==> config.mk <==
export PLATFORM = sky130hd
export DESIGN_NAME = lps_ctrl
export DESIGN_NICKNAME = d
export VERILOG_FILES = /design/src/hw/lps_pkg.sv /design/src/hw/lps_ctrl.sv
export VERILOG_INCLUDE_DIRS = /design/src /design/src/hw
export SDC_FILE = /design/constraint.sdc
export NUM_CORES = 1
export LEC_CHECK = 0
export BUFFER_PORTS_ARGS = -buffer_cell sky130_fd_sc_hd__buf_4
export CAP_MARGIN = 15
export CORE_MARGIN = 3
export CORE_UTILIZATION = 40
export CTS_CLUSTER_DIAMETER = 60
export DETAILED_ROUTE_END_ITERATION = 8
export SLEW_MARGIN = 20
export SYNTH_ARGS = -nofsm -noshare
export SYNTH_HDL_FRONTEND = slang
export SYNTH_SLANG_ARGS = --single-unit
==> constraint.sdc <==
create_clock -name mclk -period 9.5 [get_ports mclk]
set_clock_uncertainty 0.15 [all_clocks]
set_input_delay 0 -clock mclk [delete_from_list [all_inputs] [get_ports mclk]]
set_output_delay 0 -clock mclk [all_outputs]
set_load 0.1 [all_outputs]
==> src/hw/lps_defs.svh <==
`ifndef LPS_DEFS_SVH
`define LPS_DEFS_SVH

`define LPS_MCLK_NS 4
`define LPS_LIGHT_MS 100
`define LPS_REFL_US 540
`define LPS_EMIT_US 100
`define LPS_AMB_US 220
`define LPS_SLEEP_US 6250
`define LPS_PWRUP_US 1
`define LPS_PWRUP_CYC (`LPS_PWRUP_US * 1000 / `LPS_MCLK_NS)

`define LPS_REG_ID 8'h00
`define LPS_REG_CFG 8'h01
`define LPS_REG_IRQ 8'h02
`define LPS_REG_RLT 8'h03
`define LPS_REG_RHT 8'h04
`define LPS_REG_TH5 8'h05
`define LPS_REG_TH6 8'h06
`define LPS_REG_TH7 8'h07
`define LPS_REG_RCNT 8'h08
`define LPS_REG_LCL 8'h09
`define LPS_REG_LCH 8'h0A

`define LPS_RST_ZERO 8'h00
`define LPS_RST_TH6 8'hF0
`define LPS_RST_TH7 8'hFF

`define LPS_F_PFLAG 7
`define LPS_F_PPRST 6:5
`define LPS_F_LFLAG 3
`define LPS_F_LPRST 2:1
`define LPS_F_ICTL 0

`define LPS_DEV_ADDR 7'h44
`define LPS_BYTE_BITS 4'h8
`define LPS_ACK_SLOT 4'h9
`define LPS_SLEEP_TOP 3'h7
`define LPS_PRST_MAX 5'h10

`endif

==> src/hw/lps_pkg.sv <==
package lps_pkg;

  typedef enum logic [2:0] {
    P_IDLE = 3'b000,
    P_AMB = 3'b001,
    P_EMIT = 3'b010,
    P_POST = 3'b011,
    P_SLEEP = 3'b100
  } lps_prox_e;

  typedef enum logic [2:0] {
    B_IDLE = 3'b000,
    B_ADDR = 3'b001,
    B_REG = 3'b010,
    B_WDAT = 3'b011,
    B_RDAT = 3'b100
  } lps_bus_e;

  typedef struct packed {
    logic refl_en;
    logic [2:0] reflect_sleep_select;
    logic emitter_drive_select;
    logic light_enable;
    logic light_range_select;
    logic light_ir_select;
  } lps_cfg_s;

  typedef struct packed {
    logic [11:0] light_adc;
    logic [7:0] refl_adc;
  } lps_sense_s;

  typedef struct packed {
    logic emitter_drive_pin;
    logic emit_high;
    logic light_run;
    logic light_ir_select;
    logic light_range_select;
  } lps_drive_s;

endpackage : lps_pkg

==> src/hw/lps_ctrl.sv <==
`timescale 1ns/100ps
`include "lps_defs.svh"

module lps_ctrl
  import lps_pkg::*;
#(
  parameter logic [31:0] LIGHT_CYC = 32'(`LPS_LIGHT_MS * 1000000 / `LPS_MCLK_NS),
  parameter logic [31:0] AMB_CYC = 32'(`LPS_AMB_US * 1000 / `LPS_MCLK_NS),
  parameter logic [31:0] EMIT_CYC = 32'(`LPS_EMIT_US * 1000 / `LPS_MCLK_NS),
  parameter logic [31:0] POST_CYC =
    32'((`LPS_REFL_US - `LPS_AMB_US - `LPS_EMIT_US) * 1000 / `LPS_MCLK_NS),
  parameter logic [31:0] SLEEP_CYC = 32'(`LPS_SLEEP_US * 1000 / `LPS_MCLK_NS),
  // Arbitrary identification value
  parameter logic [7:0] CHIP_ID = 8'h5A
) (
  // Clock and reset
  input wire logic mclk,
  input wire logic rst_n,
  // Two-wire bus pins
  input wire logic scl_in,
  input wire logic sda_in,
  output logic sda_out,
  output logic sda_oe,
  // Converter front end
  input wire lps_sense_s sense,
  output lps_drive_s drive,
  // Interrupt pin
  output logic int_n
);

  logic scl_m_q, scl_q, scl_p_q, sda_m_q, sda_q, sda_p_q;
  logic [7:0] pu_cnt_q;
  lps_bus_e bst_q, bst_d;
  logic [3:0] bcnt_q, bcnt_d;
  logic [7:0] bsh_q, bsh_d, ptr_q, ptr_d;
  logic back_q, back_d, oe_q, oe_d, nak_q, nak_d, wr_stb;
  lps_cfg_s cfg_q;
  logic [1:0] pprst_q, lprst_q;
  logic ictl_q, lflag_q, pflag_q, int_n_q;
  logic [7:0] rlt_q, rht_q, th5_q, th6_q, th7_q, rcount_q, roff_q, ron_q;
  logic [11:0] lcount_q;
  logic [31:0] lt_cnt_q, pc_q;
  lps_prox_e pst_q, pst_d;
  logic [4:0] lrun_q, phi_q, plo_q;
  lps_drive_s drv_q;

  // Pin synchronisers; the first stage only feeds the second
  always_ff @(posedge mclk or negedge rst_n) begin
    if (!rst_n) begin
      {scl_m_q, scl_q, scl_p_q} <= 3'h7;
      {sda_m_q, sda_q, sda_p_q} <= 3'h7;
    end else begin
      {scl_m_q, scl_q, scl_p_q} <= {scl_in, scl_m_q, scl_q};
      {sda_m_q, sda_q, sda_p_q} <= {sda_in, sda_m_q, sda_q};
    end
  end

  wire scl_rise = scl_q & ~scl_p_q;
  wire scl_fall = ~scl_q & scl_p_q;
  wire start_det = scl_q & scl_p_q & sda_p_q & ~sda_q;
  wire stop_det = scl_q & scl_p_q & ~sda_p_q & sda_q;

  wire pu_done = (pu_cnt_q == 8'(`LPS_PWRUP_CYC));

  always_ff @(posedge mclk or negedge rst_n) begin
    if (!rst_n) begin
      pu_cnt_q <= 8'h00;
    end else if (!pu_done) begin
      pu_cnt_q <= pu_cnt_q + 8'h01;
    end
  end

  // Register read selection
  function automatic logic [7:0] rd_reg(input logic [7:0] a);
    if (a == `LPS_REG_ID) rd_reg = CHIP_ID;
    else if (a == `LPS_REG_CFG) rd_reg = cfg_q;
    else if (a == `LPS_REG_IRQ) rd_reg = {pflag_q, pprst_q, 1'b0, lflag_q, lprst_q, ictl_q};
    else if (a == `LPS_REG_RLT) rd_reg = rlt_q;
    else if (a == `LPS_REG_RHT) rd_reg = rht_q;
    else if (a == `LPS_REG_TH5) rd_reg = th5_q;
    else if (a == `LPS_REG_TH6) rd_reg = th6_q;
    else if (a == `LPS_REG_TH7) rd_reg = th7_q;
    else if (a == `LPS_REG_RCNT) rd_reg = rcount_q;
    else if (a == `LPS_REG_LCL) rd_reg = lcount_q[7:0];
    else if (a == `LPS_REG_LCH) rd_reg = {4'h0, lcount_q[11:8]};
    else rd_reg = 8'h00;
  endfunction : rd_reg

  // Pointer rolls back to the first register past the last one
  wire [7:0] ptr_next = (ptr_q == `LPS_REG_LCH) ? `LPS_REG_ID : ptr_q + 8'h01;
  logic [7:0] rd_data, rd_next;

  // A function in a continuous assignment would only wake on its argument
  always_comb begin
    rd_data = rd_reg(ptr_q);
    rd_next = rd_reg(ptr_next);
  end

  // slave byte engine, msb first in both directions
  always_comb begin
    bst_d = bst_q;
    bcnt_d = bcnt_q;
    bsh_d = bsh_q;
    back_d = back_q;
    ptr_d = ptr_q;
    oe_d = oe_q;
    nak_d = nak_q;
    wr_stb = 1'b0;
    if (start_det && pu_done) begin
      bst_d = B_ADDR;
      bcnt_d = 4'h0;
      back_d = 1'b0;
      oe_d = 1'b0;
    end else if (stop_det) begin
      bst_d = B_IDLE;
      back_d = 1'b0;
      oe_d = 1'b0;
    end else if (bst_q == B_RDAT) begin
      if (scl_rise) begin
        bcnt_d = bcnt_q + 4'h1;
        if (bcnt_q == `LPS_BYTE_BITS) nak_d = sda_q;
      end else if (scl_fall) begin
        if (bcnt_q == `LPS_ACK_SLOT) begin
          ptr_d = ptr_next;
          bcnt_d = 4'h0;
          if (nak_q) begin
            bst_d = B_IDLE;
            oe_d = 1'b0;
          end else begin
            bsh_d = rd_next;
            oe_d = ~rd_next[7];
          end
        end else if (bcnt_q == `LPS_BYTE_BITS) begin
          oe_d = 1'b0;
        end else begin
          bsh_d = {bsh_q[6:0], 1'b0};
          oe_d = ~bsh_q[6];
        end
      end
    end else if (bst_q != B_IDLE) begin
      if (scl_rise && !back_q) begin
        bsh_d = {bsh_q[6:0], sda_q};
        bcnt_d = bcnt_q + 4'h1;
      end else if (scl_fall && back_q) begin
        back_d = 1'b0;
        oe_d = 1'b0;
        bcnt_d = 4'h0;
        if (bst_q == B_ADDR && bsh_q[0]) begin
          bst_d = B_RDAT;
          bsh_d = rd_data;
          oe_d = ~rd_data[7];
        end else if (bst_q == B_ADDR) begin
          bst_d = B_REG;
        end else begin
          if (bst_q == B_WDAT) ptr_d = ptr_next;
          bst_d = B_WDAT;
        end
      end else if (scl_fall && bcnt_q == `LPS_BYTE_BITS) begin
        if (bst_q == B_ADDR && bsh_q[7:1] != `LPS_DEV_ADDR) begin
          bst_d = B_IDLE;
        end else begin
          back_d = 1'b1;
          oe_d = 1'b1;
        end
        if (bst_q == B_REG) ptr_d = bsh_q;
        if (bst_q == B_WDAT) wr_stb = 1'b1;
      end
    end
  end

  always_ff @(posedge mclk or negedge rst_n) begin
    if (!rst_n) begin
      bst_q <= B_IDLE;
      bcnt_q <= 4'h0;
      bsh_q <= 8'h00;
      ptr_q <= 8'h00;
      {back_q, oe_q, nak_q} <= 3'h0;
    end else begin
      bst_q <= bst_d;
      bcnt_q <= bcnt_d;
      bsh_q <= bsh_d;
      ptr_q <= ptr_d;
      {back_q, oe_q, nak_q} <= {back_d, oe_d, nak_d};
    end
  end

  // Open drain: the pin is only ever pulled low
  assign sda_out = 1'b0;
  assign sda_oe = oe_q;

  // Register write decode
  wire wr_cfg = wr_stb && (ptr_q == `LPS_REG_CFG);
  wire wr_irq = wr_stb && (ptr_q == `LPS_REG_IRQ);
  wire wr_rlt = wr_stb && (ptr_q == `LPS_REG_RLT);
  wire wr_rht = wr_stb && (ptr_q == `LPS_REG_RHT);
  wire wr_th5 = wr_stb && (ptr_q == `LPS_REG_TH5);
  wire wr_th6 = wr_stb && (ptr_q == `LPS_REG_TH6);
  wire wr_th7 = wr_stb && (ptr_q == `LPS_REG_TH7);

  always_ff @(posedge mclk or negedge rst_n) begin
    if (!rst_n) begin
      cfg_q <= `LPS_RST_ZERO;
      {pprst_q, lprst_q, ictl_q} <= 5'h00;
      rlt_q <= `LPS_RST_ZERO;
      rht_q <= `LPS_RST_ZERO;
      th5_q <= `LPS_RST_ZERO;
      th6_q <= `LPS_RST_TH6;
      th7_q <= `LPS_RST_TH7;
    end else begin
      if (wr_cfg) cfg_q <= bsh_q;
      if (wr_irq) pprst_q <= bsh_q[`LPS_F_PPRST];
      if (wr_irq) lprst_q <= bsh_q[`LPS_F_LPRST];
      if (wr_irq) ictl_q <= bsh_q[`LPS_F_ICTL];
      if (wr_rlt) rlt_q <= bsh_q;
      if (wr_rht) rht_q <= bsh_q;
      if (wr_th5) th5_q <= bsh_q;
      if (wr_th6) th6_q <= bsh_q;
      if (wr_th7) th7_q <= bsh_q;
    end
  end

  wire light_done = cfg_q.light_enable && (lt_cnt_q == LIGHT_CYC - 32'h0000_0001);

  always_ff @(posedge mclk or negedge rst_n) begin
    if (!rst_n) begin
      lt_cnt_q <= 32'h0000_0000;
      lcount_q <= 12'h000;
    end else begin
      lt_cnt_q <= (light_done || !cfg_q.light_enable) ? 32'h0000_0000
                                                      : lt_cnt_q + 32'h0000_0001;
      if (light_done) lcount_q <= sense.light_adc;
    end
  end

  wire [31:0] sleep_len = SLEEP_CYC << (`LPS_SLEEP_TOP - cfg_q.reflect_sleep_select);
  wire [31:0] plen = (pst_q == P_AMB) ? AMB_CYC :
                     (pst_q == P_EMIT) ? EMIT_CYC :
                     (pst_q == P_POST) ? POST_CYC : sleep_len;
  // Not an equality test: a sleep field shortened mid-sleep must not strand the count
  wire pend = (pc_q >= plen - 32'h0000_0001);
  wire refl_done = (pst_q == P_POST) && pend && cfg_q.refl_en;

  always_comb begin
    pst_d = pst_q;
    case (pst_q)
      P_IDLE: pst_d = P_AMB;
      P_AMB: if (pend) pst_d = P_EMIT;
      P_EMIT: if (pend) pst_d = P_POST;
      P_POST: if (pend) pst_d = P_SLEEP;
      P_SLEEP: if (pend) pst_d = P_AMB;
      default: pst_d = P_IDLE;
    endcase
    if (!cfg_q.refl_en) pst_d = P_IDLE;
  end

  wire [7:0] refl_diff = (ron_q > roff_q) ? ron_q - roff_q : 8'h00;

  always_ff @(posedge mclk or negedge rst_n) begin
    if (!rst_n) begin
      pst_q <= P_IDLE;
      pc_q <= 32'h0000_0000;
      roff_q <= 8'h00;
      ron_q <= 8'h00;
      rcount_q <= 8'h00;
    end else begin
      pst_q <= pst_d;
      pc_q <= (pst_d != pst_q || pend) ? 32'h0000_0000 : pc_q + 32'h0000_0001;
      if (pst_q == P_AMB && pend) roff_q <= sense.refl_adc;
      if (pst_q == P_EMIT && pend) ron_q <= sense.refl_adc;
      if (refl_done) rcount_q <= refl_diff;
    end
  end

  // persistency code to required run length
  function automatic logic [4:0] prst_len(input logic [1:0] code);
    case (code)
      2'h0: prst_len = 5'h01;
      2'h1: prst_len = 5'h04;
      2'h2: prst_len = 5'h08;
      default: prst_len = 5'h10;
    endcase
  endfunction : prst_len

  function automatic logic [4:0] run_inc(input logic [4:0] r);
    run_inc = (r == `LPS_PRST_MAX) ? r : r + 5'h01;
  endfunction : run_inc

  // window test on the fresh light sample
  wire [11:0] light_lo = {th6_q[3:0], th5_q};
  wire [11:0] light_hi = {th7_q, th6_q[7:4]};
  wire light_out = (sense.light_adc < light_lo) || (sense.light_adc > light_hi);
  wire [4:0] lrun_n = run_inc(lrun_q);
  wire lset = light_done && light_out && (lrun_n >= prst_len(lprst_q));

  wire refl_hi = refl_diff > rht_q;
  wire refl_lo = refl_diff < rlt_q;
  wire [4:0] phi_n = run_inc(phi_q);
  wire [4:0] plo_n = run_inc(plo_q);
  wire pset = refl_done && refl_hi && (phi_n >= prst_len(pprst_q));
  wire pclr = refl_done && refl_lo && (plo_n >= prst_len(pprst_q));

  // writing zero clears a flag; a new set wins
  wire lf_wclr = wr_irq && !bsh_q[`LPS_F_LFLAG];
  wire pf_wclr = wr_irq && !bsh_q[`LPS_F_PFLAG];

  // flag combine, pin only after persistency
  wire irq_any = ictl_q ? (lflag_q & pflag_q) : (lflag_q | pflag_q);

  always_ff @(posedge mclk or negedge rst_n) begin
    if (!rst_n) begin
      lrun_q <= 5'h00;
      phi_q <= 5'h00;
      plo_q <= 5'h00;
      lflag_q <= 1'b0;
      pflag_q <= 1'b0;
      int_n_q <= 1'b1;
    end else begin
      // runs advance per conversion, reset on a miss
      if (light_done) lrun_q <= light_out ? lrun_n : 5'h00;
      if (refl_done) phi_q <= refl_hi ? phi_n : 5'h00;
      if (refl_done) plo_q <= refl_lo ? plo_n : 5'h00;
      lflag_q <= lset | (lflag_q & ~lf_wclr);
      pflag_q <= pset | (pflag_q & ~pclr & ~pf_wclr);
      int_n_q <= ~irq_any;
    end
  end

  assign int_n = int_n_q;

  always_ff @(posedge mclk or negedge rst_n) begin
    if (!rst_n) begin
      drv_q <= '0;
    end else begin
      drv_q.emitter_drive_pin <= (pst_d == P_EMIT);
      drv_q.emit_high <= cfg_q.emitter_drive_select;
      drv_q.light_run <= cfg_q.light_enable;
      drv_q.light_ir_select <= cfg_q.light_ir_select;
      drv_q.light_range_select <= cfg_q.light_range_select;
    end
  end

  assign drive = drv_q;

endmodule : lps_ctrl

======== Word-level counts from Yosys, hierarchy flattened ========
Cells that the tools add are included.
operators by class
  $lt $le $gt $ge ......................... 9
  shift operators ......................... 1
  add/sub/neg operators ................... 11
  reduce and logical (&&, ||, !) cells .... 58
  bitwise gates (word level) .............. 27
  eq/ne operators ......................... 63
  muxes and demuxes ....................... 117
operator list
  kind                     number
  $mux W8                  44
  $mux W32                 5
  $add A32 B1 Y32 const B  2
  $eq A8 B3 Y1 const B     8
  $mux W3                  18
  $eq A8 B4 Y1 const B     6
  $mux W4                  11
  $eq A32 B25 Y1 const B   1
  $eq A8 B2 Y1 const B     4
  $ge A32 B32 Y1           1
  $shl A21 B3 Y32 const A  1
  $sub A32 B1 Y32 const B  1
  $mux W1                  30
  $mux W5                  6
  $pmux W5 S3              2
  $logic_and A1 B1 Y1      26
  $ne A4 B4 Y1 const B     6
  $reduce_bool A3 Y1       7
  $ne A3 B3 Y1 const B     6
  $add A8 B1 Y8 const B    2
  $eq A8 B1 Y1 const B     2
  $gt A8 B8 Y1             2
  $logic_not A8 Y1         2
  $add A5 B1 Y5 const B    3
  other kinds (38)         90
word-level totals
  flip-flop bits (word level) ............. 219

======== Longest topological paths before layout ========
  word-level depth ........................ 22
  gate-level depth with buffers ........... 18

======== Worst setup path after synthesis ========
OpenSTA, ideal clock, no wires.
  kind .................................... register to register
  start point ............................. register ron_q[0]
  end point ............................... register pflag_q
  stages on the path, launching flop included .. 19
  library setup time ...................... 0.136 ns
  path slack .............................. 5.313 ns
  data required time ...................... 9.214 ns
  data arrival time ....................... 3.901 ns
  buffers on the path ..................... 0
  cells stage by stage .................... dfrtp_1 > inv_1 > ha_1 > inv_1 > fa_1 > a21oi_1 > o21ai_0 > a2111oi_0 > nor2_1 > o21ai_1 > nor2_1 > ha_1 > a21o_1 > a211o_1 > o21bai_1 > inv_1 > a211oi_1 > nor4bb_1 > o32ai_1
on the way
  word-level cells in the longest chain between the ends .. 9
  elaborated cells on any way between the ends .. 13
  those cells by class .................... add/sub (1); order compare (3); mux (1); bitwise (4); reduce/logical (4)
RTL lines
  what                                                  RTL line         source
  start: declaration                                    lps_ctrl.sv:40   logic [7:0] rlt_q, rht_q, th5_q, th6_q, th7_q, rcount_q, roff_q, ron_q;
  start signal: assignment                              lps_ctrl.sv:269  if (pst_q == P_EMIT && pend) ron_q <= sense.refl_adc;
  $sub A8 B8 Y8 / $gt A8 B8 Y1 (equally long branches)  lps_ctrl.sv:256  wire [7:0] refl_diff = (ron_q > roff_q) ? ron_q - roff_q : 8'h00;
  $mux W8 (*)                                           lps_ctrl.sv:256
  via refl_diff[2]                                      lps_ctrl.sv:256
  $lt A8 B8 Y1                                          lps_ctrl.sv:296  wire refl_lo = refl_diff < rlt_q;
  $logic_and A1 B1 Y1 (2 in a row)                      lps_ctrl.sv:300  wire pclr = refl_done && refl_lo && (plo_n >= prst_len(pprst_q));
  $not A1 Y1                                            lps_ctrl.sv:323  pflag_q <= pset | (pflag_q & ~pclr & ~pf_wclr);
  $and A1 B1 Y1 (2 in a row)                            lps_ctrl.sv:323
  $or A1 B1 Y1 (*)                                      lps_ctrl.sv:323
  end signal: assignment                                lps_ctrl.sv:323
  end: declaration                                      lps_ctrl.sv:39   logic ictl_q, lflag_q, pflag_q, int_n_q;
Mark *: on every way through the listed nets, which the timed path passes. The rest lies on a longest branch.
A chain may end at the register's enable or synchronous reset.

======== Final worst setup path ========
Ends and elaborated chain as after synthesis.

==> metrics.md <==
| Metric | Value |
|---|---|
| Post-synthesis cell type count | 99 |
| CTS tree | done |
| Fin worst setup slack | between 4 and 5 ns |
| Power Density | around 130 mW/mm² |
| Routed wire per std cell | 20.19 µm |
| CP max FO | 7 |
| Syn avg cell area | 8.875 µm² |
| CP max-delay cell | a211oi_1 |
| Top FF cell, synth | dfrtp_1 |
| Inst Count DP | between 2k and 2.5k |
| First-pass GRT wire length | approximately 70000 µm |
| Crit-path cells | inv_1 > ha_1 > inv_1 > fa_1 > a21oi_1 > o21ai_0 > a2111oi_0 > nor2_1 > o21ai_1 > nor2_1 > ha_1 > a21o_1 > a211o_1 > o21bai_1 > inv_1 > a211oi_1 > nor4bb_1 > o32ai_1 |
| Detailed-route via count | approximately 13k |
| Count of final max-slew check failures | 0 |
| Clock Latency Late Sink | 0.57 ns |
| Startpoint Class | register |
| PortBufs | 30 |
| Core Footprint | between 0.03 and 0.04 mm² |
| Peak supply drop | around 140 µV |
| CTS Sinks | 219 |
| H-Tree Depth | 1 |
| Inserted Clock Buffers | 28 |
| Design Power | between 0.002 and 0.0025 W |
| #FFs+latches synth | between 200 and 250 |
| Max incr delay on CP | approximately 0.67 ns |
| # DRC | 0 |
| Final period util | 0.5087 |
| Synth warn | 0 |
| GP Congestion | 0.9471 |
| Starting DRT DRC Count | between 1k and 1.5k |
| IO Pins | 32 |
| Status | finished, final reports clean |
| Grt ovf | 0 |
| Max transition margin | 0.2531 |
| Clk slew on worst S/H paths | roughly 0.060 ns |
| Die area | around 0.039 mm² |
| Worst slack at placement | 4.510 ns |
| Vias in the first global route | about 12k |
| Largest net degree at the start of global routing | 77 |
| Root Driver | clkbuf_16 |
| Final Hold Fails | 0 |
| Crit path required time | between 9 and 10 ns |
| Layout Cells excl Fill | 2160 |
| WP data arrival | about 5 ns |
| Most Frequent Cell on Critical Path | inv_1 |
| Share of flip-flops with an asynchronous set or reset | 1.000 |
| Max Freq | 206.9 MHz |
| Drt first pass iters | 6 |
| Vias per cell | roughly 5.9 |
| Hpwl dp | between 30000 and 40000 µm |
| Post-route ant nets | 0 |
| Clock Path Buffers | 3 |
| Starting density of the core | 0.4097 |
| Worst hold path class | in -> reg |
| Die X | between 150 and 200 µm |
| Unrepaired setup endpoints after global routing | false |
| Antenna Cells | 0 |
| Crit path buf inv count | 3 |
| Leak | 7.005 nW |
| Crit path max-delay family | compound AO/OA/AOI/OAI gates |
| Cells after Synth | around 1.7k |
| Num rows | 69 |
| Setup TNS Final | 0 ns |
| EDFF count, synth | 0 |
| Final wirelength | 43610 µm |
| Final setup vio count | 0 |
| Layout cells sized above 1 | 0.1107 |
| Min Clock Period, post-route | 4.832 ns |
| Area Overhead vs Synth | 12.40% |
| Die Span Y | 197.6 µm |
| Seq/Total Area, Yosys | 0.3750 |
| Max-cap violations | 0 |
| Critical path class | reg -> reg |
| Cell Area, Synth | approximately 0.015 mm² |
| Final net count | between 1.5k and 2k |
| Setup Buffers After CTS | 0 |
| Global-route total usage across every layer | 0.2243 |
| Initial antenna violation count | 1 |
| Worst slew pin tran | around 1.1 ns |
| Hold WS | 0.08529 ns |
| Worst setup EP type | register |
-- logic make-up after synthesis --
group,synth area share
AO/OA/AOI/OAI,0.1862
buffers and inverters,0.04535
other,0.0005116
flip-flops,0.3750
multiplexers,0.04125
AND/OR/NAND/NOR,0.2025
adder cells (fa/ha/maj),0.09495
XOR/XNOR,0.05430
-- worst paths after layout --
check                          from           to  slack [ns]  cells after the start
setup / recovery           ron_q[0]      pflag_q        4.67                     18
hold / removal             sense[6]    roff_q[6]        0.09                      3
setup reg to reg           ron_q[0]      pflag_q        4.67                     18
hold reg to reg             sda_m_q        sda_q        0.21                      0
max in group asynchronous     rst_n  rcount_q[1]        7.03                      5
min in group asynchronous     rst_n      scl_p_q        0.49                      3
-- placed cells by master, fill, tap and decap left out, types with 7 or more instances in the layout --
cell type      synthesis  routed
a31oi_1               15      15
and3_1                22      22
nand3b_1              12      12
o21a_1                 8       8
nor2b_1               17      17
o221ai_1              10      10
xor2_1                48      48
and4_1                 7       7
nor2_1               159     159
dfstp_2               19      19
o21ai_0              123     122
nor4_1                16      16
xnor2_1               43      43
a21o_1                17      17
a21oi_1               80      80
dfrtp_1              200     200
o211ai_1              15      15
buf_4                  2      39
a2111oi_0              8       8
clkbuf_16              0      29
dlygate4sd3_1          0      26
a22oi_1                8       8
ha_1                 109     109
nor3_1                30      30
inv_1                 89      89
nand2b_1              18      17
and2_1                 7       7
nand2_1              160     160
or3_1                  9       9
a211oi_1              18      18
o31ai_1                7       7
nand4_1               30      30
nand3_1               71      71
a221oi_1              12      12
mux2_2                51      51
o22ai_1               20      20
-- per-layer routing --
layer	wire length (µm)	global-route usage	vias to the layer above
li1	-	-	6045
met1	19810	0.3146	6110
met2	19450	0.3500	395
met3	2653	0.04076	98
met4	1689	0.07864	2
met5	13	0	-
-- cell usage after synthesis, types with 9 or more instances --
cell type,instances,area [µm²]
a211oi_1,18,135.1
a21o_1,17,127.6
a21oi_1,80,400.4
a221oi_1,12,105.1
a31oi_1,15,93.84
and3_1,22,137.6
buf_2,10,50.05
clkbuf_1,61,229.0
dfrtp_1,200,5005
dfstp_2,19,499.2
ha_1,109,1364
inv_1,89,334.1
mux2_2,51,574.3
nand2_1,160,600.6
nand2b_1,18,112.6
nand3_1,71,355.3
nand3b_1,12,90.09
nand4_1,30,187.7
nor2_1,159,596.8
nor2b_1,17,106.4
nor3_1,30,150.1
nor4_1,16,100.1
o211ai_1,15,112.6
o21ai_0,123,615.6
o221ai_1,10,87.58
o22ai_1,20,125.1
or3_1,9,56.30
xnor2_1,43,376.6
xor2_1,48,420.4
-- per-stage QoR --
| step | utilization | area, µm² |
|---|---|---|
| finish | 0.4605 | 16500 |
| global route | 0.4605 | 16500 |
| CTS | 0.4603 | 16490 |
| detailed placement | 0.4257 | 15250 |
| global placement | 0.4257 | 15250 |
| floorplan | - | 14690 |
-- power breakdown --
part	internal (W)	total, W	switching (W)
clock network	0.000653	0.00109	0.000441
registers	0.000938	0.000943	0.00000449
logic	0.0000272	0.0000688	0.0000416
total	0.00162	0.00210	0.000487
-- worst register-to-register path, delay by kind of cell (launching register included) --
family	cells	cell delay [ns]
simple gates	3	0.69
compound gates	9	2.47
buf+inv	3	0.16
fa+ha+maj	3	0.89
flops	1	0.38
-- flip-flops by register name, indices dropped and copies added (netlist names), 8 cells and up --
signal / count
lt_cnt_q: 32
pc_q: 32
lcount_q: 12
bsh_q: 8
cfg_q: 8
ptr_q: 8
pu_cnt_q: 8
rcount_q: 8
rht_q: 8
rlt_q: 8
roff_q: 8
ron_q: 8
th5_q: 8
th6_q: 8
th7_q: 8
-- timing repair --
action                    in CTS  in global routing
hold buffers                  27                  0
hold endpoints to repair     123                  0
resized for setup              0                  0
-- final cells by class --
type	count	area, µm²
sequential	219	5504
clock buffer	35	758.2
clock inverter	17	192.7
tap	461	576.8
timing repair buffer	67	595.6
fill	3526	19330
multi-input combinational	1270	8531
inverter	91	341.6
Power figures use the tool's default switching activity.
